`src/mcf_pkg.sv`:
```
/*
  Package for the motion common flag block: widths, reset values,
  command and status carriers.
  Assumes one 100 MHz clock and an active-low asynchronous reset.
*/
package mcf_pkg;

  // ************************************************************
  // Sizes and reset values
  // ************************************************************
  localparam int          MCF_AXES           = 32;
  localparam int          MCF_PULSE_GENS     = 3;
  localparam int          MCF_HIST_WORDS     = 96;
  localparam int          MCF_HIST_AW        = 7;
  localparam logic [7:0]  MCF_SEG_NORMAL     = 8'h00;
  localparam logic [7:0]  MCF_SEG_SYS_ERROR  = 8'h5e;
  localparam logic [31:0] MCF_AXES_RESET     = 32'h0000_0000;
  localparam logic [2:0]  MCF_PG_RESET       = 3'h0;
  localparam int          MCF_CLK_MHZ        = 100;
  localparam int          MCF_CYCLE_US       = 1;
  localparam int          MCF_CYCLE_CLKS     = MCF_CYCLE_US * MCF_CLK_MHZ;
  localparam logic [15:0] MCF_CYCLE_RESET    = 16'h0000;

  // ************************************************************
  // Carriers
  // ************************************************************
  // Start, stop and speed change events per axis from the motion engine.
  typedef struct packed {
    logic [31:0] start_req;
    logic [31:0] pos_complete;
    logic [31:0] stop_midway;
    logic [31:0] stop_by_zero_speed;
    logic [31:0] speed_change_begin;
  } mcf_axis_ev_s;

  // Per-axis results driven to the motion engine.
  typedef struct packed {
    logic [31:0] start_granted;
    logic [31:0] start_accept_on_error;
    logic [31:0] servo_enable;
    logic [31:0] jog_start;
    logic [31:0] decel_stop;
  } mcf_axis_ctl_s;

  typedef enum logic [2:0] {
    MCF_HC_IDLE  = 3'b001,
    MCF_HC_ERASE = 3'b010,
    MCF_HC_DONE  = 3'b100
  } mcf_hclr_e;

endpackage

```
`src/mcf_edge.sv`:
```
/*
  Rising and falling edge detector for a bus of command flags.
  Assumes inputs are already in the core clock domain.
*/
`timescale 1ns/1ns
module mcf_edge
  import mcf_pkg::*;
#(
  parameter int W = 1
)
(
  // Clock and reset
  input  wire logic         core_clk_in,
  input  wire logic         rst_n_in,
  // Flags
  input  wire logic [W-1:0] level_in,
  output logic      [W-1:0] rise_out,
  output logic      [W-1:0] fall_out
);

  logic [W-1:0] prev;
  logic [W-1:0] next_prev;

  // Previous value follows the level.
  always_comb
  begin
    next_prev = level_in;
  end

  always_ff @(posedge core_clk_in or negedge rst_n_in)
  begin
    if (!rst_n_in)
    begin
      prev <= '0;
    end
    else
    begin
      prev <= next_prev;
    end
  end

  // Edges are combinational from the registered history.
  assign rise_out = level_in & ~prev;
  assign fall_out = ~level_in & prev;

endmodule

```
`src/mcf_flags.sv`:
```
/*
  Common command and status flags of a multi-axis motion controller.
  Assumes the host, the motion engine and the slot monitor all run on
  core_clk_in, except the pulse generator pins, which are synchronised.
*/
// Behaviour
// Host software must never force start accept flags; forcing breaks positioning.
// Start accept flag forced on while idle refuses the next start with error.
// Error history clear rising edge erases history, then clears the request.
// Speed switch option set before start applies speed from first pass point.
// System setting error flag set refuses every positioning start until reset.
// System setting error drives flag high and shows code on seven-segment.
// Servo enabled only with servo on, no axis off, no error, no forced stop.
// All-axes servo on stays set through STOP; forced stop clears it.
// Host changes servo on only after positioning; changes while moving are ignored.
// Slot fault flag follows module checks continuously from power-up.
// Slot fault refuses starts; any flag change decelerates moving axes.
// JOG simultaneous start command starts JOG on every selected axis.
// Clearing JOG simultaneous start decelerates every axis it started.
// Servo on accept flag set on acceptance without checking servo ready.
// Each pulse generator drives positioning only while enabled; enables reset off.
// Cycle overrun flag sets on overrun and holds until reset or user clear.
// Speed change accepting flag per axis sets when speed change begins.
// Start accept sets on start, clears on completion or midway non-zero stop.
// Reset clears all status; command flags are detected by edges. Here only clear request and JOG are edge-detected; the others are levels.
`timescale 1ns/1ns
module mcf_flags
  import mcf_pkg::*;
#(
  parameter int AXES = MCF_AXES
)
(
  // Clock and reset
  input  wire logic                      core_clk_in,
  input  wire logic                      rst_n_in,
  // Host command flags
  input  wire logic                      error_history_clear_request_in,
  input  wire logic                      speed_switch_point_option_in,
  input  wire logic                      all_axes_servo_on_cmd_in,
  input  wire logic                      jog_simultaneous_start_cmd_in,
  input  wire logic [MCF_PULSE_GENS-1:0] pulse_generator_enable_in,
  input  wire logic                      cycle_overrun_clear_in,
  input  wire logic [31:0]               jog_group_axis_select_in,
  input  wire logic [31:0]               axis_servo_off_cmd_in,
  input  wire logic [31:0]               axis_servo_error_in,
  input  wire logic [31:0]               axis_start_accept_force_in,
  // System conditions
  input  wire logic                      system_setting_fault_in,
  input  wire logic                      slot_module_abnormal_in,
  input  wire logic                      forced_stop_in,
  input  wire logic                      cycle_tick_in,
  input  wire logic [15:0]               operation_cycle_setting_in,
  input  wire logic                      motion_busy_in,
  input  wire logic [MCF_PULSE_GENS-1:0] pulse_gen_pin_in,
  // Motion engine events
  input  wire mcf_axis_ev_s              axis_ev_in,
  input  wire logic                      const_speed_start_in,
  // Status flags
  output logic [31:0]                    start_accept_flag_out,
  output logic [31:0]                    speed_change_accepting_flag_out,
  output logic                           system_setting_error_flag_out,
  output logic                           slot_fault_flag_out,
  output logic                           servo_on_accept_flag_out,
  output logic                           cycle_overrun_flag_out,
  output logic                           error_history_clear_request_out,
  output logic [7:0]                     seven_seg_code_out,
  // Engine controls
  output mcf_axis_ctl_s                  axis_ctl_out,
  output logic                           speed_from_first_point_out,
  output logic [MCF_PULSE_GENS-1:0]      pulse_gen_step_out,
  output logic                           hist_we_out,
  output logic [MCF_HIST_AW-1:0]         hist_addr_out
);

  // ************************************************************
  // Command edge detection
  // ************************************************************
  logic [1:0] cmd_rise;
  logic [1:0] cmd_fall;

  // Clear request and JOG command are edge triggered.
  mcf_edge #(.W(2)) u_edge (
    .core_clk_in (core_clk_in),
    .rst_n_in    (rst_n_in),
    .level_in    ({jog_simultaneous_start_cmd_in, error_history_clear_request_in}),
    .rise_out    (cmd_rise),
    .fall_out    (cmd_fall)
  );

  // ************************************************************
  // Pulse generator pin synchroniser
  // ************************************************************
  logic [MCF_PULSE_GENS-1:0] pg_s1, pg_s2, pg_s3;

  always_ff @(posedge core_clk_in or negedge rst_n_in)
  begin
    if (!rst_n_in)
    begin
      pg_s1 <= MCF_PG_RESET;
      pg_s2 <= MCF_PG_RESET;
      pg_s3 <= MCF_PG_RESET;
    end
    else
    begin
      pg_s1 <= pulse_gen_pin_in;
      pg_s2 <= pg_s1;
      pg_s3 <= pg_s2;
    end
  end

  // ************************************************************
  // Flag state
  // ************************************************************
  logic [31:0]               start_acc, next_start_acc;
  logic [31:0]               spd_acc, next_spd_acc;
  logic [31:0]               jog_owned, next_jog_owned;
  logic                      sys_err, next_sys_err;
  logic                      slot_f, next_slot_f;
  logic                      servo_on, next_servo_on;
  logic                      servo_acc, next_servo_acc;
  logic                      ovr, next_ovr;
  logic                      first_pt, next_first_pt;
  logic [15:0]               cyc_cnt, next_cyc_cnt;
  mcf_axis_ctl_s             ctl, next_ctl;
  logic [MCF_PULSE_GENS-1:0] pg_step, next_pg_step;
  logic [7:0]                seg, next_seg;
  logic [31:0]               refuse;

  // Next values of the status flags and the engine controls, except the history erase request, write enable and address.
  always_comb
  begin
    refuse          = {32{sys_err | slot_f}};
    next_sys_err    = sys_err | system_setting_fault_in;
    next_slot_f     = slot_module_abnormal_in;
    next_seg        = next_sys_err ? MCF_SEG_SYS_ERROR : MCF_SEG_NORMAL;
    next_ctl        = '0;
    // A forced-on flag while idle makes the next start fail.
    next_ctl.start_accept_on_error = axis_ev_in.start_req & ~refuse
                                     & axis_start_accept_force_in;
    next_ctl.start_granted = axis_ev_in.start_req & ~refuse
                             & ~axis_start_accept_force_in & ~start_acc;
    next_start_acc  = (start_acc & ~(axis_ev_in.pos_complete
                      | (axis_ev_in.stop_midway & ~axis_ev_in.stop_by_zero_speed)))
                      | next_ctl.start_granted;
    // Speed change flag drops together with its start accept flag.
    next_spd_acc    = (spd_acc | (axis_ev_in.speed_change_begin & start_acc))
                      & next_start_acc;
    // Servo on only changes while no positioning is under way, except that a forced stop clears it at any time.
    next_servo_on   = servo_on;
    if (!motion_busy_in)
      next_servo_on = all_axes_servo_on_cmd_in;
    if (forced_stop_in)
      next_servo_on = 1'b0;
    next_servo_acc  = next_servo_on;
    next_ctl.servo_enable = {32{servo_on & ~forced_stop_in}}
                            & ~axis_servo_off_cmd_in & ~axis_servo_error_in;
    // JOG group start and stop.
    next_jog_owned  = jog_owned;
    if (cmd_rise[1] && !(sys_err || slot_f))
    begin
      next_ctl.jog_start = jog_group_axis_select_in;
      next_jog_owned     = jog_group_axis_select_in;
    end
    if (cmd_fall[1])
    begin
      next_ctl.decel_stop = jog_owned;
      next_jog_owned      = '0;
    end
    if (next_slot_f != slot_f)
      next_ctl.decel_stop = next_ctl.decel_stop | start_acc;
    // Option latched at constant speed start.
    next_first_pt   = first_pt;
    if (const_speed_start_in)
      next_first_pt = speed_switch_point_option_in;
    next_pg_step    = (pg_s2 & ~pg_s3) & pulse_generator_enable_in;
    // Operation cycle watchdog.
    next_cyc_cnt    = (motion_busy_in && !cycle_tick_in) ? cyc_cnt + 16'h0001 : '0;
    // A new overrun wins over a clear in the same cycle.
    next_ovr        = ovr;
    if (cycle_overrun_clear_in)
      next_ovr = 1'b0;
    if (motion_busy_in && cyc_cnt > operation_cycle_setting_in)
      next_ovr = 1'b1;
  end

  // Registers of the flag state.
  always_ff @(posedge core_clk_in or negedge rst_n_in)
  begin
    if (!rst_n_in)
    begin
      start_acc <= MCF_AXES_RESET;
      spd_acc   <= MCF_AXES_RESET;
      jog_owned <= MCF_AXES_RESET;
      sys_err   <= 1'b0;
      slot_f    <= 1'b0;
      servo_on  <= 1'b0;
      servo_acc <= 1'b0;
      ovr       <= 1'b0;
      first_pt  <= 1'b0;
      cyc_cnt   <= MCF_CYCLE_RESET;
      ctl       <= '0;
      pg_step   <= MCF_PG_RESET;
      seg       <= MCF_SEG_NORMAL;
    end
    else
    begin
      start_acc <= next_start_acc;
      spd_acc   <= next_spd_acc;
      jog_owned <= next_jog_owned;
      sys_err   <= next_sys_err;
      slot_f    <= next_slot_f;
      servo_on  <= next_servo_on;
      servo_acc <= next_servo_acc;
      ovr       <= next_ovr;
      first_pt  <= next_first_pt;
      cyc_cnt   <= next_cyc_cnt;
      ctl       <= next_ctl;
      pg_step   <= next_pg_step;
      seg       <= next_seg;
    end
  end

  // ************************************************************
  // Error history erase sequencer
  // ************************************************************
  mcf_hclr_e            hstate, next_hstate;
  logic [MCF_HIST_AW-1:0] haddr, next_haddr;
  logic                 hreq, next_hreq;
  logic                 hwe, next_hwe;

  // Rising edge starts a walk over every history word, then drops the request.
  always_comb
  begin
    next_hstate = hstate;
    next_haddr  = haddr;
    next_hreq   = hreq;
    next_hwe    = 1'b0;
    case (hstate)
      MCF_HC_IDLE:
        if (cmd_rise[0])
        begin
          next_hreq   = 1'b1;
          next_haddr  = '0;
          next_hwe    = 1'b1;
          next_hstate = MCF_HC_ERASE;
        end
      MCF_HC_ERASE:
        if (haddr == MCF_HIST_AW'(MCF_HIST_WORDS - 1))
          next_hstate = MCF_HC_DONE;
        else
        begin
          next_haddr = haddr + 1'b1;
          next_hwe   = 1'b1;
        end
      MCF_HC_DONE:
      begin
        next_hreq   = 1'b0;
        next_hstate = MCF_HC_IDLE;
      end
      default:
        next_hstate = MCF_HC_IDLE;
    endcase
  end

  always_ff @(posedge core_clk_in or negedge rst_n_in)
  begin
    if (!rst_n_in)
    begin
      hstate <= MCF_HC_IDLE;
      haddr  <= '0;
      hreq   <= 1'b0;
      hwe    <= 1'b0;
    end
    else
    begin
      hstate <= next_hstate;
      haddr  <= next_haddr;
      hreq   <= next_hreq;
      hwe    <= next_hwe;
    end
  end

  // ************************************************************
  // Outputs, each straight from a register
  // ************************************************************
  assign start_accept_flag_out           = start_acc;
  assign speed_change_accepting_flag_out = spd_acc;
  assign system_setting_error_flag_out   = sys_err;
  assign slot_fault_flag_out             = slot_f;
  assign servo_on_accept_flag_out        = servo_acc;
  assign cycle_overrun_flag_out          = ovr;
  assign error_history_clear_request_out = hreq;
  assign seven_seg_code_out              = seg;
  assign axis_ctl_out                    = ctl;
  assign speed_from_first_point_out      = first_pt;
  assign pulse_gen_step_out              = pg_step;
  assign hist_we_out                     = hwe;
  assign hist_addr_out                   = haddr;

endmodule

```
`config.mk`:
```
export PLATFORM = sky130hd
export DESIGN_NAME = mcf_flags
export DESIGN_NICKNAME = d
export VERILOG_FILES = /design/src/mcf_pkg.sv /design/src/mcf_edge.sv /design/src/mcf_flags.sv
export SDC_FILE = /design/constraint.sdc
export NUM_CORES = 1
export LEC_CHECK = 0
export BUFFER_PORTS_ARGS = -buffer_cell sky130_fd_sc_hd__buf_4
export CAP_MARGIN = 25
export CORE_AREA = 4 4 222 224
export CTS_CLUSTER_DIAMETER = 200
export DETAILED_ROUTE_END_ITERATION = 10
export DIE_AREA = 0 0 226 228
export GPL_TIMING_DRIVEN = 0
export PLACE_DENSITY = 0.52
export SYNTH_ARGS = -nofsm -noshare
export SYNTH_HDL_FRONTEND = slang
export SYNTH_SLANG_ARGS = --single-unit
```
`constraint.sdc`:
```
create_clock -name core_clk_in -period 4.6 [get_ports core_clk_in]
set_input_delay 0 -clock core_clk_in [delete_from_list [all_inputs] [get_ports core_clk_in]]
set_output_delay 0 -clock core_clk_in [all_outputs]
set_load 0.05 [all_outputs]
```
=== After elaboration in Yosys (flattened, before gate mapping) ===
Cells that the tools add are included.

* Register bits after elaboration: 310
* Bits in latches: 0
* Bits in writable memories: 0
* ROM bits: 0
* Input port bits: 323
* Output and inout port bits: 249
* Word-level logic and storage cells: 103
* Memories: 0

* Add/sub/neg operators: 2
* $mul: 0
* Divide/modulo/power cells: 0
* Magnitude comparators: 1
* Equality and inequality tests: 9
* Shifts and indexed selects: 0
* Mux-type cells: 22
* Bitwise gates (word level): 32
* Reductions and logical operators: 13

{| class="wikitable"
|+ Operators by type and width
! cell !! number
|-
| $and 32x32->32 || 10
|-
| $not 32->32 || 7
|-
| $mux 32 || 5
|-
| $or 32x32->32 || 4
|-
| $mux 7 || 3
|-
| $add 16x1->16 const B || 1
|-
| $gt 16x16->1 || 1
|-
| $mux 16 || 1
|-
| $pmux 7 s2 || 1
|-
| $ne 2x2->1 const B || 4
|-
| $reduce_bool 2->1 || 4
|-
| $add 7x1->7 const B || 1
|-
| $eq 7x7->1 const B || 1
|-
| $mux 1 || 7
|-
| $and 3x3->3 || 2
|-
| $mux 3 || 2
|-
| $pmux 3 s2 || 1
|-
| $and 2x2->2 || 2
|-
| $not 2->2 || 2
|-
| $pmux 1 s2 || 2
|-
| $reduce_and 2->1 || 2
|-
| $eq 3x1->1 const B || 1
|-
| $eq 3x2->1 const B || 1
|-
| $eq 3x3->1 const B || 1
|-
| 9 further kinds || 13
|}

=== Longest topological paths before layout ===
Gate-level depths: netlist of the first run.

* Depth in word-level cells: 7
* Depth in mapped cells: 6
* Depth with buffers taken out: 6

=== By module ===
From an unflattened synthesis of the first run, not the netlist that was laid out.

* Cells, all modules: 933
* Area total of the unflattened synthesis: 11932.7 um^2

{| class="wikitable"
|+ By module, submodules not included
! module !! instances !! cells each !! area each (um^2) !! sequential area each (um^2)
|-
| mcf_flags || 1 || 927 || 11847.6 || 7533.5
|-
| mcf_edge || 1 || 6 || 85.1 || 50.0
|}

=== Worst setup path after synthesis of the first run ===
No wires, ideal clock.

* Path kind: register to register
* Start point: register seven_seg_code_out[4] (netlist name)
* End point: register jog_owned[10]
* Setup time: 118 ps
* Arrival: 1707 ps
* Data required time: 4482 ps
* Setup slack: 2775 ps
* Stages on the path, launching flop included: 7
* Buffers on the path: 2
* Period minus slack after synthesis: 1825 ps
* Path through: dfrtp_1 or2_1 buf_6 nor3b_4 nor2_2 buf_2 a21o_1

{| class="wikitable"
|+ RTL lines
! element !! line !! RTL
|-
| end signal, assigned || mcf_flags.sv:209 || <nowiki>jog_owned <= next_jog_owned;</nowiki>
|-
| end, declared || mcf_flags.sv:116 || <nowiki>logic [31:0] jog_owned, next_jog_owned;</nowiki>
|}

==> qor.txt, run 1 <==
status = finished clean
compound-cell area share of the yosys netlist = 10.1%
CP Class = register to register
DR iter-0 viols = 310
Clk pwr share = 45.6%
Adder-Cell Fraction of Synth Area = 1.91%
Tot GR Track Use = 16.9%
count leader, synth = dfrtp_1
share of layout cells above drive strength 1 = 38.9%
CTS buffer count = 37
final setup fails = 0
Post-synth top cells = dfrtp_1 (302), and2_1 (66), a21o_1 (65)
Fin Setup TNS = 0 ns
Synth top area share = 64.1%
Pint = 4700 uW
DR pass1 iterations = 4
clock buffer depth = 3
Cells after Synth = 870
leading area contributor after synthesis = dfrtp_1
I/O Buffers = 568
Layout Nets = 2158
HP Class = input port to asynchronous set/reset pin
final period utilization = 62.7%
WL per Instance = 18.2 um
Via Count = 10400
startpoint types = register
Setup Fix Bufs, Post-CTS = 0
first-pass GRT wire length = 67.9 mm
post-synthesis area per instance = 13.6 um^2
worst skew pair latency = 0.54 ns
PD cells = 285 nW/um^2
max_slew headroom = 39.4%
Yosys Warn Count = 0
RSZ-0062 raised after global routing = false
combinational family with the most area after synthesis = simple AND/OR/NAND/NOR gates
mux contribution to synthesized area = 0.276%
post-synthesis simple-gate area fraction = 18.8%
final hold viol count = 0
via density per instance = 4.23
Net Switching = 1400 uW
gr ovfl total = 0
critical path fanouts, max = 10
gpl congestion = 0.813
# placed instances = 2057
clock sinks = 303
DP HPWL = 31.7 mm
endpoint class of the critical path = register
Sequential Power Share = 44.3%
CTS tree = done
Starting Density = 24.9%
Die Area = 51500 um^2
number of global-route vias before repair = 11700
register area share after synthesis = 64.3%
IO Pins = 572
FFs w/ async S/R, synth = 100%
combinational group share of total power = 10.1%
Die X = 226 um
Worst Max-Slew Pin Slew = 0.908 ns
number of H-tree levels = 2
Post-Synth XOR/XNOR Area = 1.11%
CP Data Required Time = 5.00 ns
Core Box Area = 47300 um^2
Worst-path clk slew = 0.05 ns
Max VDD drop = 0.000170 V
Max-Cap Viols = 0
Mapped Area = 11800 um^2
final cell count without fillers = 2457
Die H = 228 um
detailed-route DRC error count = 0
top cells by area, synth = dfrtp_1 (64%), nor4b_4 (6.0%), a21o_1 (4.1%)
CP Data Arrival Time = 3.29 ns
Post-synth EDFFs = 0
post-route ant nets = 0
Leak Pwr = 0.0118 uW
area grow syn2layout = 81.6%
row count = 80
post-layout min period = 2.88 ns
total routed wirelength = 44.7 mm
Final Max Tran Viols = 0
Root Buffer = clkbuf_16
f_max = 347 MHz
initial antenna violation count = 2
switching share of power = 22.9%
Yosys reg bits = 303
largest net degree at the start of global routing = 112
Most used DFF post-synth = dfrtp_1
Distinct cells, synth = 46
Max Clock Skew = 0.0178 ns
-- worst paths after layout --
| kind | startpoint | end | slack (ns) | depth (start not counted) |
|---|---|---|---|---|
| min | rst_n_in | speed_from_first_point_out | 0.08 | 2 |
| max reg2reg | seven_seg_code_out[4] | speed_change_accepting_flag_out[6] | 1.72 | 8 |
| max in group asynchronous | rst_n_in | axis_ctl_out[48] | 3.51 | 3 |
| max | seven_seg_code_out[4] | speed_change_accepting_flag_out[6] | 1.72 | 8 |
| min reg2reg | pg_s1[0] | pg_s2[0] | 0.35 | 0 |
| min in group core_clk_in | cycle_tick_in | cyc_cnt[8] | 0.09 | 4 |
-- state kept, by name, indices dropped and copies added, names as in the netlist, 7 cells and up --
signal                           cells
axis_ctl_out                       160
cyc_cnt                             16
hist_addr_out                        7
jog_owned                           32
speed_change_accepting_flag_out     32
start_accept_flag_out               32
-- metrics by stage --
step                total power [uW]  area, um^2  util [%]  setup slack (ns)  hold WS (ns)
floorplan                       2870       11800         -              2.78        -0.296
global placement                3200       16800      35.6             0.710         0.111
detailed placement              3210       16900      35.7              2.56        0.0677
CTS                             6220       21400      45.2              1.70        0.0618
global route                    6380       21400      45.2              1.60         0.100
finish                          6100       21400      45.2              1.72        0.0787
-- timing repair --
action | in CTS | in global routing
resized for setup | 0 | 0
endpoints found under the hold margin | 328 | 0
hold buffers | 336 | 0
-- logic make-up after synthesis --
family	after synthesis
other cells	1
xor+xnor	15
fa+ha+maj	18
simple gates	286
mux	3
buf+inv	90
flops	303
compound gates	154
-- routing by layer --
layer	global-route usage (%)	part of all wire (%)
met4	5.42	2.7
met5	0	0.029
met2	30.7	51
met3	4.78	7.8
met1	19.1	38
-- worst max-delay path, cell delays in order, from the launching register on --
cell and delay, ns:
dfrtp_1 0.51, or2_1 0.17, buf_6 0.15, buf_6 0.28, nor4b_4 0.08, dlygate4sd3_1 0.63
a31o_2 0.24, and2_1 0.13, dlygate4sd3_1 0.55
-- layout by cell type (no fill, tap or decap), drive strengths merged, types with 6 or more instances in the layout --
master	Yosys	final
a31o	33	33
xnor2	8	8
nand2b	36	36
clkbuf	19	74
and2	66	66
nand4	6	6
dfrtp	302	302
and3	35	35
nor3	37	37
dlygate4sd3	0	336
a21oi	11	11
nand2	17	17
nand3	11	11
inv	56	57
a22o	32	32
nor2	29	29
nor4b	33	33
o21ai	8	8
ha	18	18
xor2	7	7
a21o	65	65
buf	15	585
-- power groups by stage --
stage          Clock, uW  Sequential [uW]  Combinational [uW]
6_report            2780             2700                 618
5_1_grt             3010             2700                 670
4_1_cts             2900             2700                 623
3_3_place_gp           0             2750                 453
3_5_place_dp           0             2750                 467
2_1_floorplan          0             2780                85.3
-- area by class of cell --
cell class                 instances  area, um^2
fill                            4258       25900
clock buffer                      55        1110
sequential                       303        7580
tap                              615         769
antenna                            1        2.50
buffer                            34         195
timing repair buffer             906        7690
multi-input combinational        479        3810
inverter                          56         210
clock inverter                     8        51.3
(Power assumes the default switching activity.)
==> run 2: changes to the inputs <==
--- a/config.mk
+++ b/config.mk
@@ -5,14 +5,15 @@
 export SDC_FILE = /design/constraint.sdc
 export NUM_CORES = 1
 export LEC_CHECK = 0
+export ABC_AREA = 1
 export BUFFER_PORTS_ARGS = -buffer_cell sky130_fd_sc_hd__buf_4
 export CAP_MARGIN = 25
-export CORE_AREA = 4 4 222 224
+export CORE_AREA = 4 4 221 223
 export CTS_CLUSTER_DIAMETER = 200
 export DETAILED_ROUTE_END_ITERATION = 10
-export DIE_AREA = 0 0 226 228
+export DIE_AREA = 0 0 225 227
 export GPL_TIMING_DRIVEN = 0
-export PLACE_DENSITY = 0.52
+export PLACE_DENSITY = 0.53
 export SYNTH_ARGS = -nofsm -noshare
 export SYNTH_HDL_FRONTEND = slang
 export SYNTH_SLANG_ARGS = --single-unit
==> constraint.sdc (replaced) <==
create_clock -name core_clk_in -period 2.6 [get_ports core_clk_in]
set_input_delay 0 -clock core_clk_in [delete_from_list [all_inputs] [get_ports core_clk_in]]
set_output_delay 0 -clock core_clk_in [all_outputs]
set_load 0.05 [all_outputs]
==> qor.txt, run 2 <==
f_max = 431 MHz
IO Pins = 572
R2R Path End = speed_change_accepting_flag_out[10]
post-synthesis area per instance = 10.2 um^2
Clk pwr share = 46.8%
final cell count without fillers = 2699
CP max stage delay = 0.66 ns
CTS buffer count = 37
Via Count = 11400
gpl congestion = 0.904
Worst Max-Slew Pin Slew = 0.984 ns
gr ovfl total = 0
Most used DFF post-synth = dfrtp_1
Reg2Reg Depth = 7
Max-Cap Viols = 0
CP Class = register to register
CP Launch Point = seven_seg_code_out[4]
CP Data Arrival Time = 2.78 ns
share of layout cells above drive strength 1 = 34.1%
largest net degree at the start of global routing = 115
DR iter-0 viols = 386
final setup fails = 0
row count = 79
clock sinks = 303
number of global-route vias before repair = 12500
Worst-path clk slew = 0.06 ns
endpoint class of the critical path = register
Die Area = 51100 um^2
FFs w/ async S/R, synth = 100%
gr busiest metal = met2
Die H = 227 um
Post-CTS Resized = 0
DP HPWL = 33.0 mm
Post-synth top cells = dfrtp_1 (302), inv_1 (229), nand2_1 (129), nor2_1 (129), a21oi_1 (75)
met1 Use GR = 19.5%
I/O Buffers = 568
area grow syn2layout = 81.3%
startpoint types = register
# placed instances = 2318
DR pass1 iterations = 4
Placed Area = 16800 um^2
final period utilization = 89.3%
Mapped Area = 11700 um^2
worst path cell trace = nor2_4 -> buf_6 -> nand2_1 -> nor3_2 -> dlygate4sd3_1 -> inv_1 -> a21oi_1
initial antenna violation count = 5
WL per Instance = 17.0 um
total routed wirelength = 45.8 mm
first-pass GRT wire length = 69.2 mm
PD cells = 539 nW/um^2
leading area contributor after synthesis = dfrtp_1
worst setup path endpoint = speed_change_accepting_flag_out[10]
HP Class = input port to asynchronous set/reset pin
Post-synth EDFFs = 0
number of H-tree levels = 2
Max Clock Skew = 0.0160 ns
CTS tree = done
Yosys Warn Count = 0
most common cell after layout, fill and taps aside = buf_4
count leader, synth = dfrtp_1
status = finished clean
switching share of power = 23.5%
Final Max Tran Viols = 0
grt met3 use = 5.48%
Synth top area share = 64.8%
Largest register FFs = 160
most frequent cells in the layout = buf_4 (575), dlygate4sd3_1 (309), dfrtp_1 (302)
clock buffer depth = 3
Fin Setup TNS = 0 ns
Die X = 225 um
worst hold margin = 0.120 ns
Net Switching = 2680 uW
via density per instance = 4.22
critical path fanouts, max = 10
Distinct cells, synth = 37
detailed-route DRC error count = 0
Core Box Area = 46600 um^2
RSZ-0062 raised after global routing = false
max_slew headroom = 33.9%
R2R Path Start = seven_seg_code_out[4]
Sequential Power Share = 42.3%
post-route ant nets = 0
Tot GR Track Use = 17.3%
grt met2 use = 30.6%
Layout Nets = 2400
final hold viol count = 0
Root Buffer = clkbuf_16
R2R Setup Slk = 0.28 ns
top cells by area, synth = dfrtp_1 (65%), inv_1 (7.4%), nand2_1 (4.2%)
Starting Density = 25.0%
register area share after synthesis = 65.0%
worst skew pair latency = 0.53 ns
Max VDD drop = 0.000503 V
Pint = 8720 uW
Yosys reg bits = 303
CP max stage cell = dlygate4sd3_1
CP Data Required Time = 3.06 ns
combinational group share of total power = 10.9%
Power, Total = 11400 uW
Leak Pwr = 0.0112 uW
Cells after Synth = 1138
post-layout min period = 2.32 ns
fin area = 21100 um^2
run 2: logic make-up after synthesis:
| family | synth area share, % |
|---|---|
| other | 0.0322 |
| XOR/XNOR | 0.451 |
| flip-flops | 65.0 |
| AND/OR/NAND/NOR | 14.2 |
| AO/OA/AOI/OAI | 9.10 |
| buffers and inverters | 9.19 |
| multiplexers | 0.0966 |
| adder cells (fa/ha/maj) | 1.93 |
run 2: metal layers:
layer,vias up,wire length [um]
li1,5410,-
met1,5419,17200
met2,460,22800
met3,95,4040
met4,0,1730
met5,-,0
run 2: metrics by stage:
step	utilization (%)	worst slack [ns]
final	45.4	0.279
after global routing	45.4	0.0541
after CTS	45.4	0.178
after detailed placement	36.0	0.606
after global placement	35.8	-1.30
after floorplan	-	0.813
run 2: worst max-delay path, delay by kind of cell (launching register included):
kind,cells,cell delay (ns)
DFF,1,0.53
buffers and inverters,3,0.97
AOI/OAI and AO/OA,1,0.13
and+or+nand+nor,3,0.60
run 2: area by class of cell:
cell class / count / area [um^2]
clock inverters: 16 / 176
repair buffers: 880 / 7420
inverters: 237 / 890
diodes: 4 / 10.0
multi-input cells: 570 / 3010
flip-flops and latches: 303 / 7580
plain buffers: 30 / 181
clock buffers: 52 / 1100
well taps: 607 / 759
fillers: 4292 / 25400
run 2: how the worst min path moves through the flow:
| stage | startpoint | endpoint | slack (ns) | cells after the start |
|---|---|---|---|---|
| detailed placement | pulse_gen_pin_in[0] | pg_s1[0] | 0.11 | 1 |
| global route | jog_simultaneous_start_cmd_in | u_edge.prev[1] | 0.13 | 2 |
| finish | rst_n_in | axis_ctl_out[116] | 0.12 | 2 |
| CTS | jog_simultaneous_start_cmd_in | u_edge.prev[1] | 0.09 | 2 |
| global placement | pulse_gen_pin_in[2] | pg_s1[2] | 0.11 | 1 |
| floorplan | rst_n_in | axis_ctl_out[0] | -0.30 | 0 |
run 2: power by group through the flow:
| stage | Clock, uW | Sequential (uW) | Combinational, uW |
|---|---|---|---|
| floorplan | 0 | 5020 | 211 |
| global placement | 0 | 4900 | 940 |
| detailed placement | 0 | 4910 | 963 |
| CTS | 5530 | 4820 | 1240 |
| global route | 5700 | 4830 | 1350 |
| finish | 5330 | 4820 | 1240 |
run 2: repair_timing:
item / in CTS / in global routing
hold buffers: 309 / 0
endpoints found under the hold margin: 357 / 0
setup buffers: 0 / 0
